## config.mk

```make
export PLATFORM = sky130hd
export DESIGN_NAME = remote_control_gate
export DESIGN_NICKNAME = d
export VERILOG_FILES = /design/src/verilog/remote_gate_pkg.sv /design/src/verilog/remote_control_gate.sv
export SDC_FILE = /design/constraint.sdc
export NUM_CORES = 1
export LEC_CHECK = 0
export BUFFER_PORTS_ARGS = -buffer_cell sky130_fd_sc_hd__buf_4
export CORE_ASPECT_RATIO = 1.75
export CORE_MARGIN = 10
export CORE_UTILIZATION = 55
export CTS_CLUSTER_SIZE = 40
export DETAILED_ROUTE_END_ITERATION = 8
export PLACE_DENSITY_LB_ADDON = 0.05
export SLEW_MARGIN = 20
export SYNTH_ARGS = -nofsm -noshare
export SYNTH_HDL_FRONTEND = slang
export SYNTH_SLANG_ARGS = --single-unit
```

## constraint.sdc

```tcl
create_clock -name aclk -period 3.6 [get_ports aclk]
set_input_delay 0.36 -clock aclk [delete_from_list [all_inputs] [get_ports aclk]]
set_output_delay 0.36 -clock aclk [all_outputs]
set_load 0.05 [all_outputs]
```

## src/verilog/remote_gate_pkg.sv

```systemverilog
/*
  constants for the infrared remote gate: register map, field positions,
  reset values and command codes.
  assumes an axi4-lite master with 32-bit data on the same clock.
*/
package remote_gate_pkg;
  localparam logic [7:0] CFG_OFF    = 8'h00;
  localparam logic [7:0] BLOCK_OFF  = 8'h04;
  localparam logic [7:0] EVENT_OFF  = 8'h08;
  localparam logic [7:0] STATUS_OFF = 8'h0c;
  localparam logic [7:0] VALUE_OFF  = 8'h10;
  localparam int CFG_EN_BIT   = 0;
  localparam int CFG_TEST_BIT = 1;
  localparam int CFG_USE_BIT  = 2;
  localparam int CFG_POL_BIT  = 3;
  localparam int CFG_PRE_LSB  = 4;
  localparam int CFG_RET_LSB  = 6;
  localparam int CFG_DL_BIT   = 8;
  localparam logic [8:0] CFG_RESET = 9'h000;
  localparam logic [1:0] PRESET_ALL    = 2'h0;
  localparam logic [1:0] PRESET_NO_OFF = 2'h1;
  localparam logic [1:0] PRESET_NO_ON  = 2'h2;
  localparam logic [1:0] RET_ENABLED   = 2'h0;
  localparam logic [1:0] RET_DISABLED  = 2'h1;
  localparam logic [1:0] RET_KEEP      = 2'h2;
  localparam logic [2:0] CMD_ON       = 3'h0;
  localparam logic [2:0] CMD_AUTO     = 3'h1;
  localparam logic [2:0] CMD_OFF      = 3'h2;
  localparam logic [2:0] CMD_TEST     = 3'h3;
  localparam logic [2:0] CMD_TWILIGHT = 3'h4;
  localparam logic [2:0] CMD_SENS     = 3'h5;
  localparam logic [2:0] CMD_RUNON    = 3'h6;
  localparam logic [1:0] RESP_OKAY   = 2'h0;
  localparam logic [1:0] RESP_SLVERR = 2'h2;
endpackage : remote_gate_pkg

```

## src/verilog/remote_control_gate.sv

```systemverilog
/*
  gate for decoded infrared remote commands acting on motion block 1.
  assumes commands arrive as one-cycle pulses already on aclk, and that
  bus_fail / bus_return / download_done come from logic on aclk.
*/
// Chosen here: the register addresses and the AXI4-Lite register port.
`timescale 1ns/1ns
module remote_control_gate
  import remote_gate_pkg::*;
(
  // clock and reset
  input  wire logic        aclk,
  input  wire logic        aresetn,
  // axi4-lite write address
  input  wire logic [7:0]  s_axi_awaddr,
  input  wire logic        s_axi_awvalid,
  output logic             s_axi_awready,
  // axi4-lite write data
  input  wire logic [31:0] s_axi_wdata,
  input  wire logic [3:0]  s_axi_wstrb,
  input  wire logic        s_axi_wvalid,
  output logic             s_axi_wready,
  // axi4-lite write response
  output logic [1:0]       s_axi_bresp,
  output logic             s_axi_bvalid,
  input  wire logic        s_axi_bready,
  // axi4-lite read address
  input  wire logic [7:0]  s_axi_araddr,
  input  wire logic        s_axi_arvalid,
  output logic             s_axi_arready,
  // axi4-lite read data
  output logic [31:0]      s_axi_rdata,
  output logic [1:0]       s_axi_rresp,
  output logic             s_axi_rvalid,
  input  wire logic        s_axi_rready,
  // decoded remote command
  input  wire logic        ir_cmd_valid,
  input  wire logic [2:0]  ir_cmd_code,
  input  wire logic [7:0]  ir_cmd_value,
  // supply and download events
  input  wire logic        bus_fail,
  input  wire logic        bus_return,
  input  wire logic        download_done,
  // actions on motion block 1
  output logic             blk1_on_q,
  output logic             blk1_auto_q,
  output logic             blk1_off_q,
  output logic             walk_test_q,
  output logic             twilight_wr_q,
  output logic             sens_wr_q,
  output logic             runon_wr_q,
  output logic [7:0]       adj_value_q,
  output logic             remote_blocked_q
);

  logic [8:0] cfg_q;
  logic       saved_block_q;
  logic [7:0] accept_cnt_q;
  logic [7:0] reject_cnt_q;
  logic       aw_hold_q;
  logic       w_hold_q;
  logic [7:0] aw_addr_q;
  logic [31:0] w_data_q;
  logic [3:0] w_strb_q;

  logic       cfg_en;
  logic       cfg_test;
  logic       cfg_use;
  logic       cfg_pol;
  logic [1:0] cfg_pre;
  logic [1:0] cfg_ret;
  logic       cfg_dl;
  assign cfg_en   = cfg_q[CFG_EN_BIT];
  assign cfg_test = cfg_q[CFG_TEST_BIT];
  assign cfg_use  = cfg_q[CFG_USE_BIT];
  assign cfg_pol  = cfg_q[CFG_POL_BIT];
  assign cfg_pre  = cfg_q[CFG_PRE_LSB +: 2];
  assign cfg_ret  = cfg_q[CFG_RET_LSB +: 2];
  assign cfg_dl   = cfg_q[CFG_DL_BIT];

  // write channel: address and data may arrive in either order
  logic aw_have;
  logic w_have;
  logic wr_fire;
  logic [7:0] wr_addr;
  logic [31:0] wr_data;
  logic [3:0] wr_strb;
  assign aw_have = aw_hold_q | (s_axi_awvalid & s_axi_awready);
  assign w_have  = w_hold_q | (s_axi_wvalid & s_axi_wready);
  assign wr_fire = aw_have & w_have & ~s_axi_bvalid;
  assign wr_addr = aw_hold_q ? aw_addr_q : s_axi_awaddr;
  assign wr_data = w_hold_q ? w_data_q : s_axi_wdata;
  assign wr_strb = w_hold_q ? w_strb_q : s_axi_wstrb;

  always_ff @(posedge aclk) begin
    if (!aresetn) begin
      s_axi_awready <= 1'b0;
      s_axi_wready  <= 1'b0;
      aw_hold_q     <= 1'b0;
      w_hold_q      <= 1'b0;
      aw_addr_q     <= 8'h00;
      w_data_q      <= 32'h0000_0000;
      w_strb_q      <= 4'h0;
      s_axi_bvalid  <= 1'b0;
      s_axi_bresp   <= RESP_OKAY;
    end else begin
      if (s_axi_awvalid & s_axi_awready) begin
        aw_addr_q <= s_axi_awaddr;
      end
      if (s_axi_wvalid & s_axi_wready) begin
        w_data_q <= s_axi_wdata;
        w_strb_q <= s_axi_wstrb;
      end
      aw_hold_q <= aw_have & ~wr_fire;
      w_hold_q  <= w_have & ~wr_fire;
      // ready only while nothing is held, so each side is taken once
      s_axi_awready <= ~s_axi_awready & ~(aw_have & ~wr_fire) & ~s_axi_bvalid;
      s_axi_wready  <= ~s_axi_wready & ~(w_have & ~wr_fire) & ~s_axi_bvalid;
      if (wr_fire) begin
        s_axi_bvalid <= 1'b1;
        s_axi_bresp  <= (wr_addr == CFG_OFF || wr_addr == BLOCK_OFF) ? RESP_OKAY : RESP_SLVERR;
      end else if (s_axi_bready) begin
        s_axi_bvalid <= 1'b0;
      end
    end
  end

  // read channel: one cycle after the address is taken
  always_ff @(posedge aclk) begin
    if (!aresetn) begin
      s_axi_arready <= 1'b0;
      s_axi_rvalid  <= 1'b0;
      s_axi_rdata   <= 32'h0000_0000;
      s_axi_rresp   <= RESP_OKAY;
    end else begin
      s_axi_arready <= ~s_axi_arready & s_axi_arvalid & ~s_axi_rvalid;
      if (s_axi_arvalid & s_axi_arready) begin
        s_axi_rvalid <= 1'b1;
        s_axi_rresp  <= RESP_OKAY;
        unique case (s_axi_araddr)
          CFG_OFF:    s_axi_rdata <= {23'h000000, cfg_q};
          BLOCK_OFF:  s_axi_rdata <= {31'h00000000, remote_blocked_q};
          EVENT_OFF:  s_axi_rdata <= 32'h0000_0000;
          STATUS_OFF: s_axi_rdata <= {16'h0000, reject_cnt_q, accept_cnt_q};
          VALUE_OFF:  s_axi_rdata <= {23'h000000, saved_block_q, adj_value_q};
          default: begin
            s_axi_rdata <= 32'h0000_0000;
            s_axi_rresp <= RESP_SLVERR;
          end
        endcase
      end else if (s_axi_rready) begin
        s_axi_rvalid <= 1'b0;
      end
    end
  end

  always_ff @(posedge aclk) begin
    if (!aresetn) begin
      cfg_q <= CFG_RESET;
    end else if (wr_fire && wr_addr == CFG_OFF) begin
      if (wr_strb[0]) cfg_q[7:0] <= wr_data[7:0];
      if (wr_strb[1]) cfg_q[8] <= wr_data[8];
    end
  end

  // disable object: written value as received, decoded by polarity
  logic obj_wr;
  logic obj_block;
  assign obj_wr    = wr_fire && wr_addr == BLOCK_OFF && wr_strb[0];
  assign obj_block = cfg_pol ? ~wr_data[0] : wr_data[0];

  always_ff @(posedge aclk) begin
    if (!aresetn) begin
      remote_blocked_q <= 1'b0;
    end else if (!cfg_use) begin
      remote_blocked_q <= 1'b0;
    end else if (download_done) begin
      remote_blocked_q <= cfg_dl;
    end else if (bus_return) begin
      unique case (cfg_ret)
        RET_DISABLED: remote_blocked_q <= 1'b1;
        RET_KEEP:     remote_blocked_q <= saved_block_q;
        default:      remote_blocked_q <= 1'b0;
      endcase
    end else if (obj_wr) begin
      remote_blocked_q <= obj_block;
    end
  end

  // saved copy models the value kept through supply loss
  always_ff @(posedge aclk) begin
    if (!aresetn) begin
      saved_block_q <= 1'b0;
    end else if (bus_fail) begin
      saved_block_q <= remote_blocked_q;
    end
  end

  // gating; the disable write takes effect on the next cycle's command
  logic accept;
  logic mode_ok;
  always_comb begin
    unique case (ir_cmd_code)
      CMD_ON:   mode_ok = cfg_pre != PRESET_NO_ON;
      CMD_OFF:  mode_ok = cfg_pre != PRESET_NO_OFF;
      CMD_TEST: mode_ok = cfg_test;
      CMD_AUTO, CMD_TWILIGHT, CMD_SENS, CMD_RUNON: mode_ok = 1'b1;
      default:  mode_ok = 1'b0;
    endcase
  end
  assign accept = ir_cmd_valid & cfg_en & ~remote_blocked_q & mode_ok;

  always_ff @(posedge aclk) begin
    if (!aresetn) begin
      blk1_on_q     <= 1'b0;
      blk1_auto_q   <= 1'b0;
      blk1_off_q    <= 1'b0;
      twilight_wr_q <= 1'b0;
      sens_wr_q     <= 1'b0;
      runon_wr_q    <= 1'b0;
      adj_value_q   <= 8'h00;
    end else begin
      // only block 1 strobes exist on this port
      blk1_on_q     <= accept && ir_cmd_code == CMD_ON;
      blk1_auto_q   <= accept && ir_cmd_code == CMD_AUTO;
      blk1_off_q    <= accept && ir_cmd_code == CMD_OFF;
      twilight_wr_q <= accept && ir_cmd_code == CMD_TWILIGHT;
      sens_wr_q     <= accept && ir_cmd_code == CMD_SENS;
      runon_wr_q    <= accept && ir_cmd_code == CMD_RUNON;
      if (accept) adj_value_q <= ir_cmd_value;
    end
  end

  always_ff @(posedge aclk) begin
    if (!aresetn) begin
      walk_test_q <= 1'b0;
    end else if (accept && ir_cmd_code == CMD_TEST) begin
      walk_test_q <= ~walk_test_q;
    end
  end

  always_ff @(posedge aclk) begin
    if (!aresetn) begin
      accept_cnt_q <= 8'h00;
      reject_cnt_q <= 8'h00;
    end else if (ir_cmd_valid) begin
      if (accept) accept_cnt_q <= accept_cnt_q + 8'h01;
      else reject_cnt_q <= reject_cnt_q + 8'h01;
    end
  end

  property p_blocked_rejects;
    @(posedge aclk) disable iff (!aresetn)
      remote_blocked_q |=> !(blk1_on_q | blk1_auto_q | blk1_off_q | twilight_wr_q);
  endproperty
  a_blocked_rejects: assert property (p_blocked_rejects) else $error("blocked remote acted");

  property p_enable_needed;
    @(posedge aclk) disable iff (!aresetn)
      !cfg_en |=> !(blk1_on_q | sens_wr_q | runon_wr_q);
  endproperty
  a_enable_needed: assert property (p_enable_needed) else $error("remote acted while off");

  property p_no_on;
    @(posedge aclk) disable iff (!aresetn)
      cfg_pre == PRESET_NO_ON |=> !blk1_on_q;
  endproperty
  a_no_on: assert property (p_no_on) else $error("on passed when masked");

  property p_no_off;
    @(posedge aclk) disable iff (!aresetn)
      cfg_pre == PRESET_NO_OFF |=> !blk1_off_q;
  endproperty
  a_no_off: assert property (p_no_off) else $error("off passed when masked");

  property p_test_toggle;
    @(posedge aclk) disable iff (!aresetn)
      accept && ir_cmd_code == CMD_TEST |=> walk_test_q != $past(walk_test_q);
  endproperty
  a_test_toggle: assert property (p_test_toggle) else $error("test did not toggle");

  property p_test_masked;
    @(posedge aclk) disable iff (!aresetn)
      !cfg_test |=> $stable(walk_test_q);
  endproperty
  a_test_masked: assert property (p_test_masked) else $error("test toggled when off");

  property p_unused;
    @(posedge aclk) disable iff (!aresetn)
      !cfg_use |=> !remote_blocked_q;
  endproperty
  a_unused: assert property (p_unused) else $error("disable active unused");

  property p_polarity;
    @(posedge aclk) disable iff (!aresetn)
      cfg_use && obj_wr && !download_done && !bus_return
        |=> remote_blocked_q == ($past(wr_data[0]) ^ $past(cfg_pol));
  endproperty
  a_polarity: assert property (p_polarity) else $error("disable polarity wrong");

  property p_keep;
    @(posedge aclk) disable iff (!aresetn)
      cfg_use && bus_return && !download_done && cfg_ret == RET_KEEP
        |=> remote_blocked_q == $past(saved_block_q);
  endproperty
  a_keep: assert property (p_keep) else $error("saved state not restored");

  property p_download;
    @(posedge aclk) disable iff (!aresetn)
      cfg_use && download_done |=> remote_blocked_q == $past(cfg_dl);
  endproperty
  a_download: assert property (p_download) else $error("download state wrong");

  property p_auto_free;
    @(posedge aclk) disable iff (!aresetn)
      cfg_en && !remote_blocked_q && ir_cmd_valid && ir_cmd_code == CMD_AUTO |=> blk1_auto_q;
  endproperty
  a_auto_free: assert property (p_auto_free) else $error("auto refused");

  property p_return_disabled;
    @(posedge aclk) disable iff (!aresetn)
      cfg_use && bus_return && !download_done && cfg_ret == RET_DISABLED |=> remote_blocked_q;
  endproperty
  a_return_disabled: assert property (p_return_disabled) else $error("return not disabled");

  property p_value_latch;
    @(posedge aclk) disable iff (!aresetn)
      accept |=> adj_value_q == $past(ir_cmd_value);
  endproperty
  a_value_latch: assert property (p_value_latch) else $error("adjust value lost");

  property p_blocked_quiet;
    @(posedge aclk) disable iff (!aresetn)
      remote_blocked_q |=> $stable(walk_test_q) && !(sens_wr_q | runon_wr_q);
  endproperty
  a_blocked_quiet: assert property (p_blocked_quiet) else $error("blocked remote adjusted");

  c_accept: cover property (@(posedge aclk) disable iff (!aresetn) accept);
  c_block:  cover property (@(posedge aclk) disable iff (!aresetn)
    remote_blocked_q && ir_cmd_valid);
  c_test:   cover property (@(posedge aclk) disable iff (!aresetn)
    accept && ir_cmd_code == CMD_TEST);
  c_keep:   cover property (@(posedge aclk) disable iff (!aresetn)
    cfg_use && bus_return && cfg_ret == RET_KEEP);
  c_obj:    cover property (@(posedge aclk) disable iff (!aresetn)
    cfg_use && obj_wr && cfg_pol);

endmodule : remote_control_gate

```

# Word level (Yosys, flattened, before mapping)

Cells that the tools add are included.

Input port bits: 74
Register bits after elaboration: 104
Output and inout port bits: 57

Equality and inequality tests: 15
Reduce and logical (&&, ||, !) cells: 24
Multiplexer cells: 16
Add/sub/neg operators: 2
Bitwise logic cells: 30

Operators by type and width:

| operator                                                        | count |
|---|---|
| 16-bit case mux with 4 select lines                             | 1 |
| 8-bit by 1-bit adder with 8-bit output, second input constant   | 2 |
| 1-bit bitwise AND                                               | 16 |
| 8-bit by 3-bit == test with 1-bit output, second input constant | 2 |
| 8-bit by 4-bit == test with 1-bit output, second input constant | 2 |
| 8-bit logical NOT                                               | 2 |
| 1-bit NOT                                                       | 12 |
| 1-bit logical AND                                               | 10 |
| 2-bit AND reduction                                             | 5 |
| 3-bit == test, second input constant                            | 3 |
| 9-bit 2-to-1 mux                                                | 1 |
| 8-bit by 5-bit == test with 1-bit output, second input constant | 1 |
| 1-bit 2-to-1 mux                                                | 8 |
| 8-bit 2-to-1 mux                                                | 1 |
| 3-bit by 2-bit == test with 1-bit output, second input constant | 2 |
| 2-bit 2-to-1 mux                                                | 3 |
| 5-bit OR reduction                                              | 1 |
| 1-bit case mux with 4 select lines                              | 1 |
| 2-bit nonzero test                                              | 2 |
| 4-bit OR reduction                                              | 1 |
| 3-bit by 1-bit == test with 1-bit output, second input constant | 1 |
| 3-bit logical NOT                                               | 1 |
| 3-bit nonzero test                                              | 1 |
| 2-bit by 1-bit == test with 1-bit output, second input constant | 1 |
| 6 further kinds                                                 | 7 |

# Logic depth before layout (Yosys ltp)

Gate-level depths: netlist of the first run.

Word-level depth: 9
Gate-level depth with buffers: 7
Mapped depth without buffers: 6

# Worst setup path before layout of the first run

No wires, ideal clock.

Path type: reg-to-reg
From: reg s_axi_wready
To: reg cfg_q[7]
Path buffers: 1
Path slack: 1.781 ns
Arrival: 1.703 ns
Required time: 3.484 ns
Cell stages (with the launch flop): 7
Cell sequence: dfxtp_1 and2_1 o2111ai_1 nor4_4 buf_6 nand2_1 o211a_1

Word-level cells in the longest chain between the ends: 6

RTL lines:

| what                                 | line                       | RTL |
|---|---|---|
| start: declaration                   | remote_control_gate.sv:22  | `output logic s_axi_wready,` |
| start signal: assignment             | remote_control_gate.sv:118 | `s_axi_wready <= ~s_axi_wready & ~(w_have & ~wr_fire) & ~s_axi_bvalid;` |
| 1-bit bitwise AND                    | remote_control_gate.sv:89  | `assign w_have = w_hold_q \| (s_axi_wvalid & s_axi_wready);` |
| 1-bit bitwise OR                     | remote_control_gate.sv:89  |  |
| 1-bit bitwise AND (2 in series)      | remote_control_gate.sv:90  | `assign wr_fire = aw_have & w_have & ~s_axi_bvalid;` |
| 1-bit logical AND                    | remote_control_gate.sv:160 | `end else if (wr_fire && wr_addr == CFG_OFF) begin` |
| 2-bit AND reduction (no source line) | n/a                        |  |
| end signal: assignment               | remote_control_gate.sv:161 | `if (wr_strb[0]) cfg_q[7:0] <= wr_data[7:0];` |
| end: declaration                     | remote_control_gate.sv:56  | `logic [8:0] cfg_q;` |

Every way passes these cells.
A chain may end at the register's enable or synchronous reset.

# Worst setup path in the final report of the first run

From: reg s_axi_wready
To: reg cfg_q[2]

Same word-level chain as after synthesis.

==> reports/qor.yml, run 1 <==
grt:
  grt_first_pass_wirelength_um: 16700
  grt_pass1_vias: 3451
  antenna_found_initial: 0
  grt_util_all_layers_pct: 17.7
  grt_max_degree: 89
  grt-ovfl-total: 0
sta:
  hold_viol_final: 0
  fmax_mhz: 460
  skew_ps: 5.01
  setup-violations-final: 0
  worstMarginPinSlew_ps: 787
  finalSetupTns_ps: 0
  final.setup.worst_slack_ps: 1430
  fin_hold_ws_ps: 228
  relSlewSlack_pct: 47.1
  drv_slew: 0
  min_period_ps: 2170
  min_period_over_period_pct: 60.4
  rsz0062_at_grt: "false"
critical_path:
  cp_slowest_stage_delay_ps: 650
  rr_worst_depth: 5
  crit_path_end: "cfg_q[2]"
  slowest_stage: "nor4_4"
  path_buf_inv: 0
  worstPathCellList: "and2_1 > o2111ai_1 > nor4_4 > o2111ai_2 > o21ai_2"
  cp_max_fo: 16
  crit_family: "simple AND/OR/NAND/NOR gates"
  startpoint: "s_axi_wready"
  startpoint_type: "register"
  path_depth: 5
  worstSetupEndpointType: "register"
  path_class: "register to register"
  arrival_ps: 2450
  cp.required_ps: 3880
  ff2ff_setup_slack_ps: 1430
  r2r-start: "s_axi_wready"
  timing.rr.end: "cfg_q[2]"
cts:
  clockBufferDepth: 2
  htree_levels: 3
  clk_pin_slew_worst_paths_ps: 60
  cts_resized: 0
  clk-insertion-delay-late_ps: 340
  post_cts_buffers: 0
  cts_hold_buf: 0
  cts_buffers: 9
  clock_sinks: 86
  cts_root_buf: "clkbuf_16"
  cts_tree: "yes"
final_layout:
  seqCellArea_um2: 1720
  final_cells: 621
  multi_input_area_um2: 2150
  stdcell_area_um2: 5010
  n_antenna_cell: 0
  final_util_pct: 69.3
  fill_cells: 609
  drive_gt1_share_pct: 22.2
  layout.nets: 608
  area_growth_pct: 22.4
die:
  rows: 41
  die_x_um: 85.2
  die_y_um: 134
  core_um2: 7230
  die-area_um2: 11400
  start_util_pct: 56.6
  pin_count: 131
pwr:
  irDropWorstVdd_uv: 323
  leakage_nw: 2.06
  total_power_mw: 2.29
  power.density_nw_per_um2: 456
route:
  dr.first_iter.drc_count: 242
  drc: 0
  drt_wl_total_um: 9980
  wire_per_inst_um: 16.1
  drt-pass1-iter-count: 5
  vias: 3400
  final_antenna_net_count: 0
  routed_via_density: 5.48
synth:
  ys_async_sr_fraction_pct: 0
  yosys_warnings: 0
  syn_area_um2: 4100
  syn_avg_cell_area_um2: 9.00
  synth_top_cell_by_area: "dfxtp_1"
  synth-main-ff-cell: "dfxtp_1"
  ys_ff_latch: 86
  ys_seq_area_share_pct: 42.0
  netlist_instances: 455
  ys_types: 58
  yosysTopAreaCellShare_pct: 42.0
  synthTopCellsByCount: "dfxtp_1 (86), nand2_1 (82), a21boi_0 (29), mux2i_1 (25), nor2b_1 (20)"
  synth_edf_count: 0
  synthTopCellsByArea: "dfxtp_1 (42%), nand2_1 (7.5%), mux2i_1 (6.1%)"
  yosysMostFrequentCell: "dfxtp_1"
run:
  maxCapViolations: 0
run_status:
  outcome: "complete, no violations"
placement:
  dp.cells: 605
  routabilityCongestion: 0.893
  pre_cts_ws_ps: 1370
  placed_area_um2: 4670
  hpwl_um: 7500
  io_buffers: 87
worst_hold_path:
  hold_path.class: "input port to register"
==> report_power, final <==
part	switching [mW]	leakage (nW)	total, mW	internal [mW]
combinational	0.155	1.20	0.243	0.0884
sequential	0.0218	0.696	0.996	0.974
clock	0.374	0.165	1.05	0.674
==> logic make-up after synthesis <==
kind of cell,Yosys count,synth area share [%]
other,1,0.0916
flip-flops,86,42.0
buffers and inverters,50,7.09
XOR/XNOR,11,2.35
AND/OR/NAND/NOR,183,23.4
multiplexers,26,6.45
adder cells (fa/ha/maj),4,1.22
AO/OA/AOI/OAI,94,17.3
==> flip-flops by register name, indices dropped and copies added (netlist names), 2 cells and up <==
register / flops
adj_value_q: 8
accept_cnt_q: 8
cfg_q: 9
w_data_q: 9
reject_cnt_q: 8
s_axi_rdata: 16
aw_addr_q: 8
w_strb_q: 2
==> how the worst min path moves through the flow <==
stage                         from             to  slack, ps  cells after the start
CTS                 ir_cmd_code[0]  twilight_wr_q        220                      2
floorplan           ir_cmd_code[0]  twilight_wr_q        430                      1
detailed placement     w_data_q[2]    w_data_q[2]        450                      2
global placement       w_data_q[2]    w_data_q[2]        450                      2
global route        ir_cmd_code[0]  twilight_wr_q        230                      2
finish              ir_cmd_code[0]  twilight_wr_q        230                      2
==> placed cells by master, fill, tap and decap left out, types with 10 or more instances in the layout <==
| cell type | synthesis | final |
|---|---|---|
| nor2b_1 | 20 | 20 |
| o21ai_0 | 12 | 12 |
| a21boi_0 | 29 | 29 |
| nor2_1 | 15 | 15 |
| nand3_1 | 12 | 12 |
| mux2i_1 | 25 | 25 |
| nand2_1 | 82 | 82 |
| conb_1 | 1 | 18 |
| dfxtp_1 | 86 | 86 |
| and2_1 | 10 | 10 |
| a22oi_1 | 16 | 16 |
| buf_4 | 18 | 89 |
==> layout make-up <==
cell class,count,share of cell area [%]
sequential,86,34.3
clock buffer,9,4.49
tap,86,2.15
clock inverter,7,2.25
inverter,8,0.599
timing repair buffer,89,13.3
multi-input combinational,336,42.8
==> per-layer routing <==
layer	GRT usage [%]	wire, µm	share of wire, %	up-vias
met5	0	0	0	-
met4	7.63	159	1.6	0
met3	4.49	614	6.2	11
met2	31.4	5290	53	102
met1	19.2	3920	39	1588
li1	-	-	-	1699
(Power assumes the default switching activity.)
==> run 2: changes to the inputs <==
--- a/config.mk
+++ b/config.mk
@@ -5,10 +5,11 @@
 export SDC_FILE = /design/constraint.sdc
 export NUM_CORES = 1
 export LEC_CHECK = 0
+export ABC_AREA = 1
 export BUFFER_PORTS_ARGS = -buffer_cell sky130_fd_sc_hd__buf_4
 export CORE_ASPECT_RATIO = 1.75
 export CORE_MARGIN = 10
-export CORE_UTILIZATION = 55
+export CORE_UTILIZATION = 46
 export CTS_CLUSTER_SIZE = 40
 export DETAILED_ROUTE_END_ITERATION = 8
 export PLACE_DENSITY_LB_ADDON = 0.05
==> constraint.sdc (replaced) <==
create_clock -name aclk -period 1.95 [get_ports aclk]
set_input_delay 0.195 -clock aclk [delete_from_list [all_inputs] [get_ports aclk]]
set_output_delay 0.195 -clock aclk [all_outputs]
set_load 0.05 [all_outputs]
==> run 2 against run 1 <==
Via count up 16%. Critical endpoint is now cfg_q[5]. Clock power up 63%. Cell count up 29%. Routed wire length up 8.4%. Worst setup slack worse by 1100 ps. Non-clock buffer count up 11. Register-to-register slack worse by 1100 ps. First-iteration DRC count up 3.3%. Global-route usage down 1.2 points. Clock skew up 3.2 ps. Worst hold slack worse by 180 ps. Largest power group is now sequential cells.
==> reports/qor.yml, run 2 <==
cts:
  cts_tree: "yes"
  clk-insertion-delay-late_ps: 340  # about the same
  cts_root_buf: "clkbuf_16"
  htree_levels: 3  # unchanged
  clock_sinks: 86  # unchanged
  cts_buffers: 9  # unchanged
  cts_resized: 0  # unchanged
  clockBufferDepth: 2  # unchanged
  cts_hold_buf: 0  # unchanged
  clk_pin_slew_worst_paths_ps: 60  # about the same
  post_cts_buffers: 0  # unchanged
synth:
  ys_ff_latch: 86  # unchanged
  synthTopCellsByArea: "dfxtp_1 (42%), nand2_1 (11%), nor2_1 (8.3%)"
  ys_seq_area_share_pct: 42.2  # +0.19 points
  ys_types: 29  # -50%
  yosysMostFrequentCell: "nand2_1"
  yosys_warnings: 0  # unchanged
  syn_avg_cell_area_um2: 6.96  # -23%
  ys_async_sr_fraction_pct: 0  # unchanged
  synth_edf_count: 0  # unchanged
  netlist_instances: 586  # +29%
  yosysTopAreaCellShare_pct: 42.2  # +0.19 points
  synthTopCellsByCount: "nand2_1 (122), nor2_1 (90), dfxtp_1 (86), nand3_1 (49), inv_1 (48)"
  synth_top_cell_by_area: "dfxtp_1"
  syn_area_um2: 4080  # -0.46%
  synth-main-ff-cell: "dfxtp_1"
sta:
  fmax_mhz: 622  # +35%
  finalSetupTns_ps: 0  # unchanged
  setup-violations-final: 0  # unchanged
  hold_viol_final: 0  # unchanged
  worstMarginPinSlew_ps: 541  # -246 ps
  rsz0062_at_grt: "false"
  drv_slew: 0  # unchanged
  skew_ps: 8.22  # +3.21 ps
  min_period_over_period_pct: 82.5  # +22 points
  relSlewSlack_pct: 63.9  # +17 points
  min_period_ps: 1610  # -566 ps
route:
  drt_wl_total_um: 10800  # +8.4%
  wire_per_inst_um: 13.6  # -16%
  final_antenna_net_count: 0  # unchanged
  drt-pass1-iter-count: 4  # -1
  drc: 0  # unchanged
  routed_via_density: 4.93  # -10%
  vias: 3934  # +16%
  dr.first_iter.drc_count: 250  # +3.3%
critical_path:
  worstSetupEndpointType: "register"
  path_class: "register to register"
  cp.required_ps: 2230  # -1650 ps
  startpoint_type: "register"
  startpoint: "aw_hold_q"
  arrival_ps: 1890  # -560 ps
  r2r-start: "aw_hold_q"
  cp_max_fo: 10  # -6
placement:
  dp.cells: 782  # +29%
  routabilityCongestion: 0.895  # +0.22%
  hpwl_um: 8410  # +12%
  io_buffers: 87  # unchanged
final_layout:
  fill_cells: 865  # +42%
  final_cells: 798  # +29%
  n_antenna_cell: 0  # unchanged
  final_common_cell: "nand2_1"
  largest_reg_flops: 16  # unchanged
  area_growth_pct: 25.5
  reg_top3: "s_axi_rdata (16), cfg_q (9), w_data_q (9)"
  layout_common_cells: "nand2_1 (122), buf_4 (100), nor2_1 (90)"
  regMostFlops: "s_axi_rdata"
  seqCellArea_um2: 1720  # unchanged
  layout.nets: 754  # +24%
  multi_input_area_um2: 1980  # -7.9%
  drive_gt1_share_pct: 18.6  # -3.6 points
worst_hold_path:
  hold_path.class: "input port to register"
  hp-start: "bus_fail"
die:
  core_um2: 8670  # +20%
  start_util_pct: 47.0  # -9.6 points
  die_x_um: 91.2  # +7.0%
  die_y_um: 145  # +7.7%
  pin_count: 131  # unchanged
  rows: 45  # +9.8%
  die-area_um2: 13200  # +15%
grt:
  grt_max_degree: 30  # -66%
  grt_util_all_layers_pct: 16.5  # -1.2 points
  antenna_found_initial: 0  # unchanged
  grt_first_pass_wirelength_um: 17800  # +6.5%
  grt_pass1_vias: 3755  # +8.8%
  grt-ovfl-total: 0  # unchanged
pwr:
  power.density_nw_per_um2: 819  # +80%
  irDropWorstVdd_uv: 622  # +93%
  leakage_nw: 2.31  # +12%
run_status:
  outcome: "complete, no violations"
run:
  maxCapViolations: 0  # unchanged
run 2: routing by layer:
layer,GRT usage (%),routed length [µm],vias to the layer above
li1,-,-,2024
met1,18.4,4580,1780
met2,29.0,5470,115
met3,4.36,576,15
met4,7.04,199,0
met5,0,0,-
run 2: metrics by stage:
| stage | utilization (%) | hold WS (ps) | power [mW] | setup slack [ps] | cell area, µm² |
|---|---|---|---|---|---|
| final | 59.0 | 52.5 | 4.19 | 342 | 5110 |
| after global routing | 59.0 | 44.8 | 4.38 | 152 | 5110 |
| after CTS | 59.0 | 36.0 | 4.23 | 332 | 5110 |
| after detailed placement | 55.5 | 400 | 2.52 | 365 | 4810 |
| after global placement | 55.5 | 396 | 2.51 | 386 | 4810 |
| after floorplan | - | 272 | 2.34 | 230 | 4140 |
run 2: area by class of cell:
type	count	share of cell area (%)
tap	117	2.86
clock buffer	11	4.75
inverter	58	4.26
clock inverter	5	1.15
multi-input combinational	421	38.6
sequential	86	33.7
timing repair buffer	100	14.7
run 2: path summary, 6_finish.rpt:
check	to	slack, ps	depth (start not counted)
worst max-delay path	cfg_q[5]	340	7
worst min-delay path	saved_block_q	50	2
worst max register to register	cfg_q[5]	340	7
worst min register to register	s_axi_arready	440	1
run 2: cell families after synthesis:
| kind of cell | count (synthesis) | synth area share [%] |
|---|---|---|
| other | 1 | 0.0920 |
| buffers and inverters | 96 | 10.8 |
| muxes | 7 | 1.72 |
| DFF | 86 | 42.2 |
| AOI/OAI and AO/OA | 92 | 11.4 |
| xor gates and xnor gates | 11 | 2.36 |
| adders and majority gates | 4 | 1.23 |
| and+or+nand+nor | 289 | 30.2 |
run 2: power breakdown:
part / internal (mW) / switching [mW]
sequential: 1.83 / 0.0427
combinational: 0.198 / 0.410
clock: 1.03 / 0.682
total: 3.05 / 1.13
run 2: critical path: stages (launching register included):
cell	delay, ps
dfxtp_1	430
inv_2	80
nand2_1	140
nand3_4	130
nor2_4	220
and3_1	390
nor2_1	80
nor2_1	80
==> run 3: changes to the inputs <==
--- a/config.mk
+++ b/config.mk
@@ -5,7 +5,7 @@
 export SDC_FILE = /design/constraint.sdc
 export NUM_CORES = 1
 export LEC_CHECK = 0
-export ABC_AREA = 1
+export ABC_AREA = 0
 export BUFFER_PORTS_ARGS = -buffer_cell sky130_fd_sc_hd__buf_4
 export CORE_ASPECT_RATIO = 1.75
 export CORE_MARGIN = 10
==> constraint.sdc (replaced) <==
create_clock -name aclk -period 1.33 [get_ports aclk]
set_input_delay 0.133 -clock aclk [delete_from_list [all_inputs] [get_ports aclk]]
set_output_delay 0.133 -clock aclk [all_outputs]
set_load 0.05 [all_outputs]
==> run 3 against run 2 <==
The run now ends with negative setup slack left. Non-clock buffer count up 47. Flip-flop and latch count unchanged. Die area up 0.38%. Sequential share of layout area down 3.1 points. Count of clock-buffer cells in the layout down 2. Total power up 54%. Global-route usage down 0.29 points. Utilization up 7.1 points. Critical path depth down 2. Sequential power up 44%. Combinational power up 36%. Critical path type unchanged. Critical endpoint is now accept_cnt_q[5].
==> reports/qor.yml, run 3 (same netlist as run 1, synthesis figures left out) <==
sta:
  min_period_over_period_pct: 121  # +39 points
  rsz0062_at_grt: "true"
  fmax_mhz: 621  # -0.16%
  min_period_ps: 1610  # +2.62 ps
  hold_viol_final: 0  # unchanged
  final.setup.worst_slack_ps: -281  # -623 ps
  skew_ps: 6.81  # -1.41 ps
  drv_slew: 0  # unchanged
  fin_hold_ws_ps: 42.7  # -9.78 ps
  finalSetupTns_ps: -6330  # -6330 ps
  setup-violations-final: 38  # +38
critical_path:
  path_class: "register to register"
  cp_max_fo: 4  # -6
  slowest_stage: "or4_4"
  worstPathCellList: "and3b_1 > o21a_2 > or4_4 > xnor2_1 > and2_1"
  cp_slowest_stage_delay_ps: 480  # +50 ps
  cp.required_ps: 1560  # -670 ps
  arrival_ps: 1840  # -50 ps
  startpoint_type: "register"
  worstSetupEndpointType: "register"
grt:
  grt-ovfl-total: 0  # unchanged
  grt_pass1_vias: 3728  # -0.72%
  grt_util_all_layers_pct: 16.2  # -0.29 points
  antenna_found_initial: 0  # unchanged
  grt_max_degree: 34  # +13%
  grt_first_pass_wirelength_um: 17500  # -2.0%
cts:
  clk_pin_slew_worst_paths_ps: 60  # about the same
  cts_tree: "yes"
  clockBufferDepth: 2  # unchanged
  cts_hold_buf: 0  # unchanged
  htree_levels: 3  # unchanged
  clock_sinks: 86  # unchanged
  clk-insertion-delay-late_ps: 340  # about the same
  cts_root_buf: "clkbuf_16"
  cts_buffers: 9  # unchanged
final_layout:
  final_util_pct: 66.1  # +7.1 points
  reg_top3: "s_axi_rdata (16), cfg_q (9), w_data_q (9)"
  final_cells: 710  # -11%
  drive_gt1_share_pct: 35.2  # +17 points
  largest_reg_flops: 16  # unchanged
  area_growth_pct: 40.0
  regMostFlops: "s_axi_rdata"
  n_antenna_cell: 0  # unchanged
  stdcell_area_um2: 5730  # +12%
  layout_common_cells: "buf_4 (139), nand2_1 (82), dfxtp_1 (74)"
  final_common_cell: "buf_4"
  layout.nets: 666  # -12%
pwr:
  irDropWorstVdd_uv: 786  # +26%
  power.density_nw_per_um2: 1120  # +37%
  leakage_nw: 2.40  # +4.0%
  total_power_mw: 6.43  # +54%
die:
  core_um2: 8670  # unchanged
  start_util_pct: 47.2  # +0.22 points
  die_y_um: 145  # +0.20%
  die_x_um: 91.3  # +0.18%
  pin_count: 131  # unchanged
  rows: 45  # unchanged
  die-area_um2: 13200  # +0.38%
route:
  drt-pass1-iter-count: 4  # unchanged
  routed_via_density: 5.03  # +2.1%
  final_antenna_net_count: 0  # unchanged
  drt_wl_total_um: 11000  # +1.8%
  dr.first_iter.drc_count: 115  # -54%
  vias: 3573  # -9.2%
  drc: 0  # unchanged
  wire_per_inst_um: 15.5  # +14%
run_status:
  outcome: "complete, but fails checks"
  violations: "negative setup slack"
placement:
  routabilityCongestion: 0.821  # -8.2%
  placed_area_um2: 5240  # +8.8%
  dp.cells: 690  # -12%
  io_buffers: 87  # unchanged
  hpwl_um: 8740  # +3.9%
  pre_cts_ws_ps: -307  # -672 ps
run:
  maxCapViolations: 0  # unchanged
worst_hold_path:
  hold_path.class: "input port to register"
run 3: layer usage:
layer	global-route usage (%)	vias up	wire [µm]
li1	-	1806	-
met1	15.1	1697	4010
met2	32.9	59	6390
met3	4.23	11	472
met4	5.39	0	142
met5	0	-	0
run 3: critical path: cells and delay by family (launching register included):
family          cells  cell delay [ps]
compound gates      1              220
flops               1              330
simple gates        3              810
xor+xnor            1              130
run 3: cell type report:
type | instances | area (µm²)
fillers | 755 | 2940
multi-input cells | 336 | 2310
flip-flops and latches | 86 | 1750
repair buffers | 147 | 1150
clock buffers | 9 | 225
well taps | 117 | 146
clock inverters | 7 | 120
inverters | 8 | 30.0
run 3: final timing paths:
| kind | startpoint | to | slack [ps] | cells past startpoint |
|---|---|---|---|---|
| setup / recovery | cfg_q[4] | accept_cnt_q[5] | -280 | 5 |
| hold / removal | ir_cmd_value[3] | adj_value_q[3] | 40 | 3 |
| setup reg to reg | cfg_q[4] | accept_cnt_q[5] | -280 | 5 |
| hold reg to reg | s_axi_arready | s_axi_arready | 440 | 1 |
run 3: where the power goes:
group / total [mW] / internal [mW] / switching (mW)
Combinational: 0.827 / 0.348 / 0.479
Sequential: 2.69 / 2.64 / 0.0564
Clock: 2.91 / 1.84 / 1.07
run 3: timing repair:
action / CTS / global route
pin swaps: 8 / 8
gates resized for setup: 17 / 11
endpoints found under the setup margin: 38 / 39
buffers inserted: 3 / 2
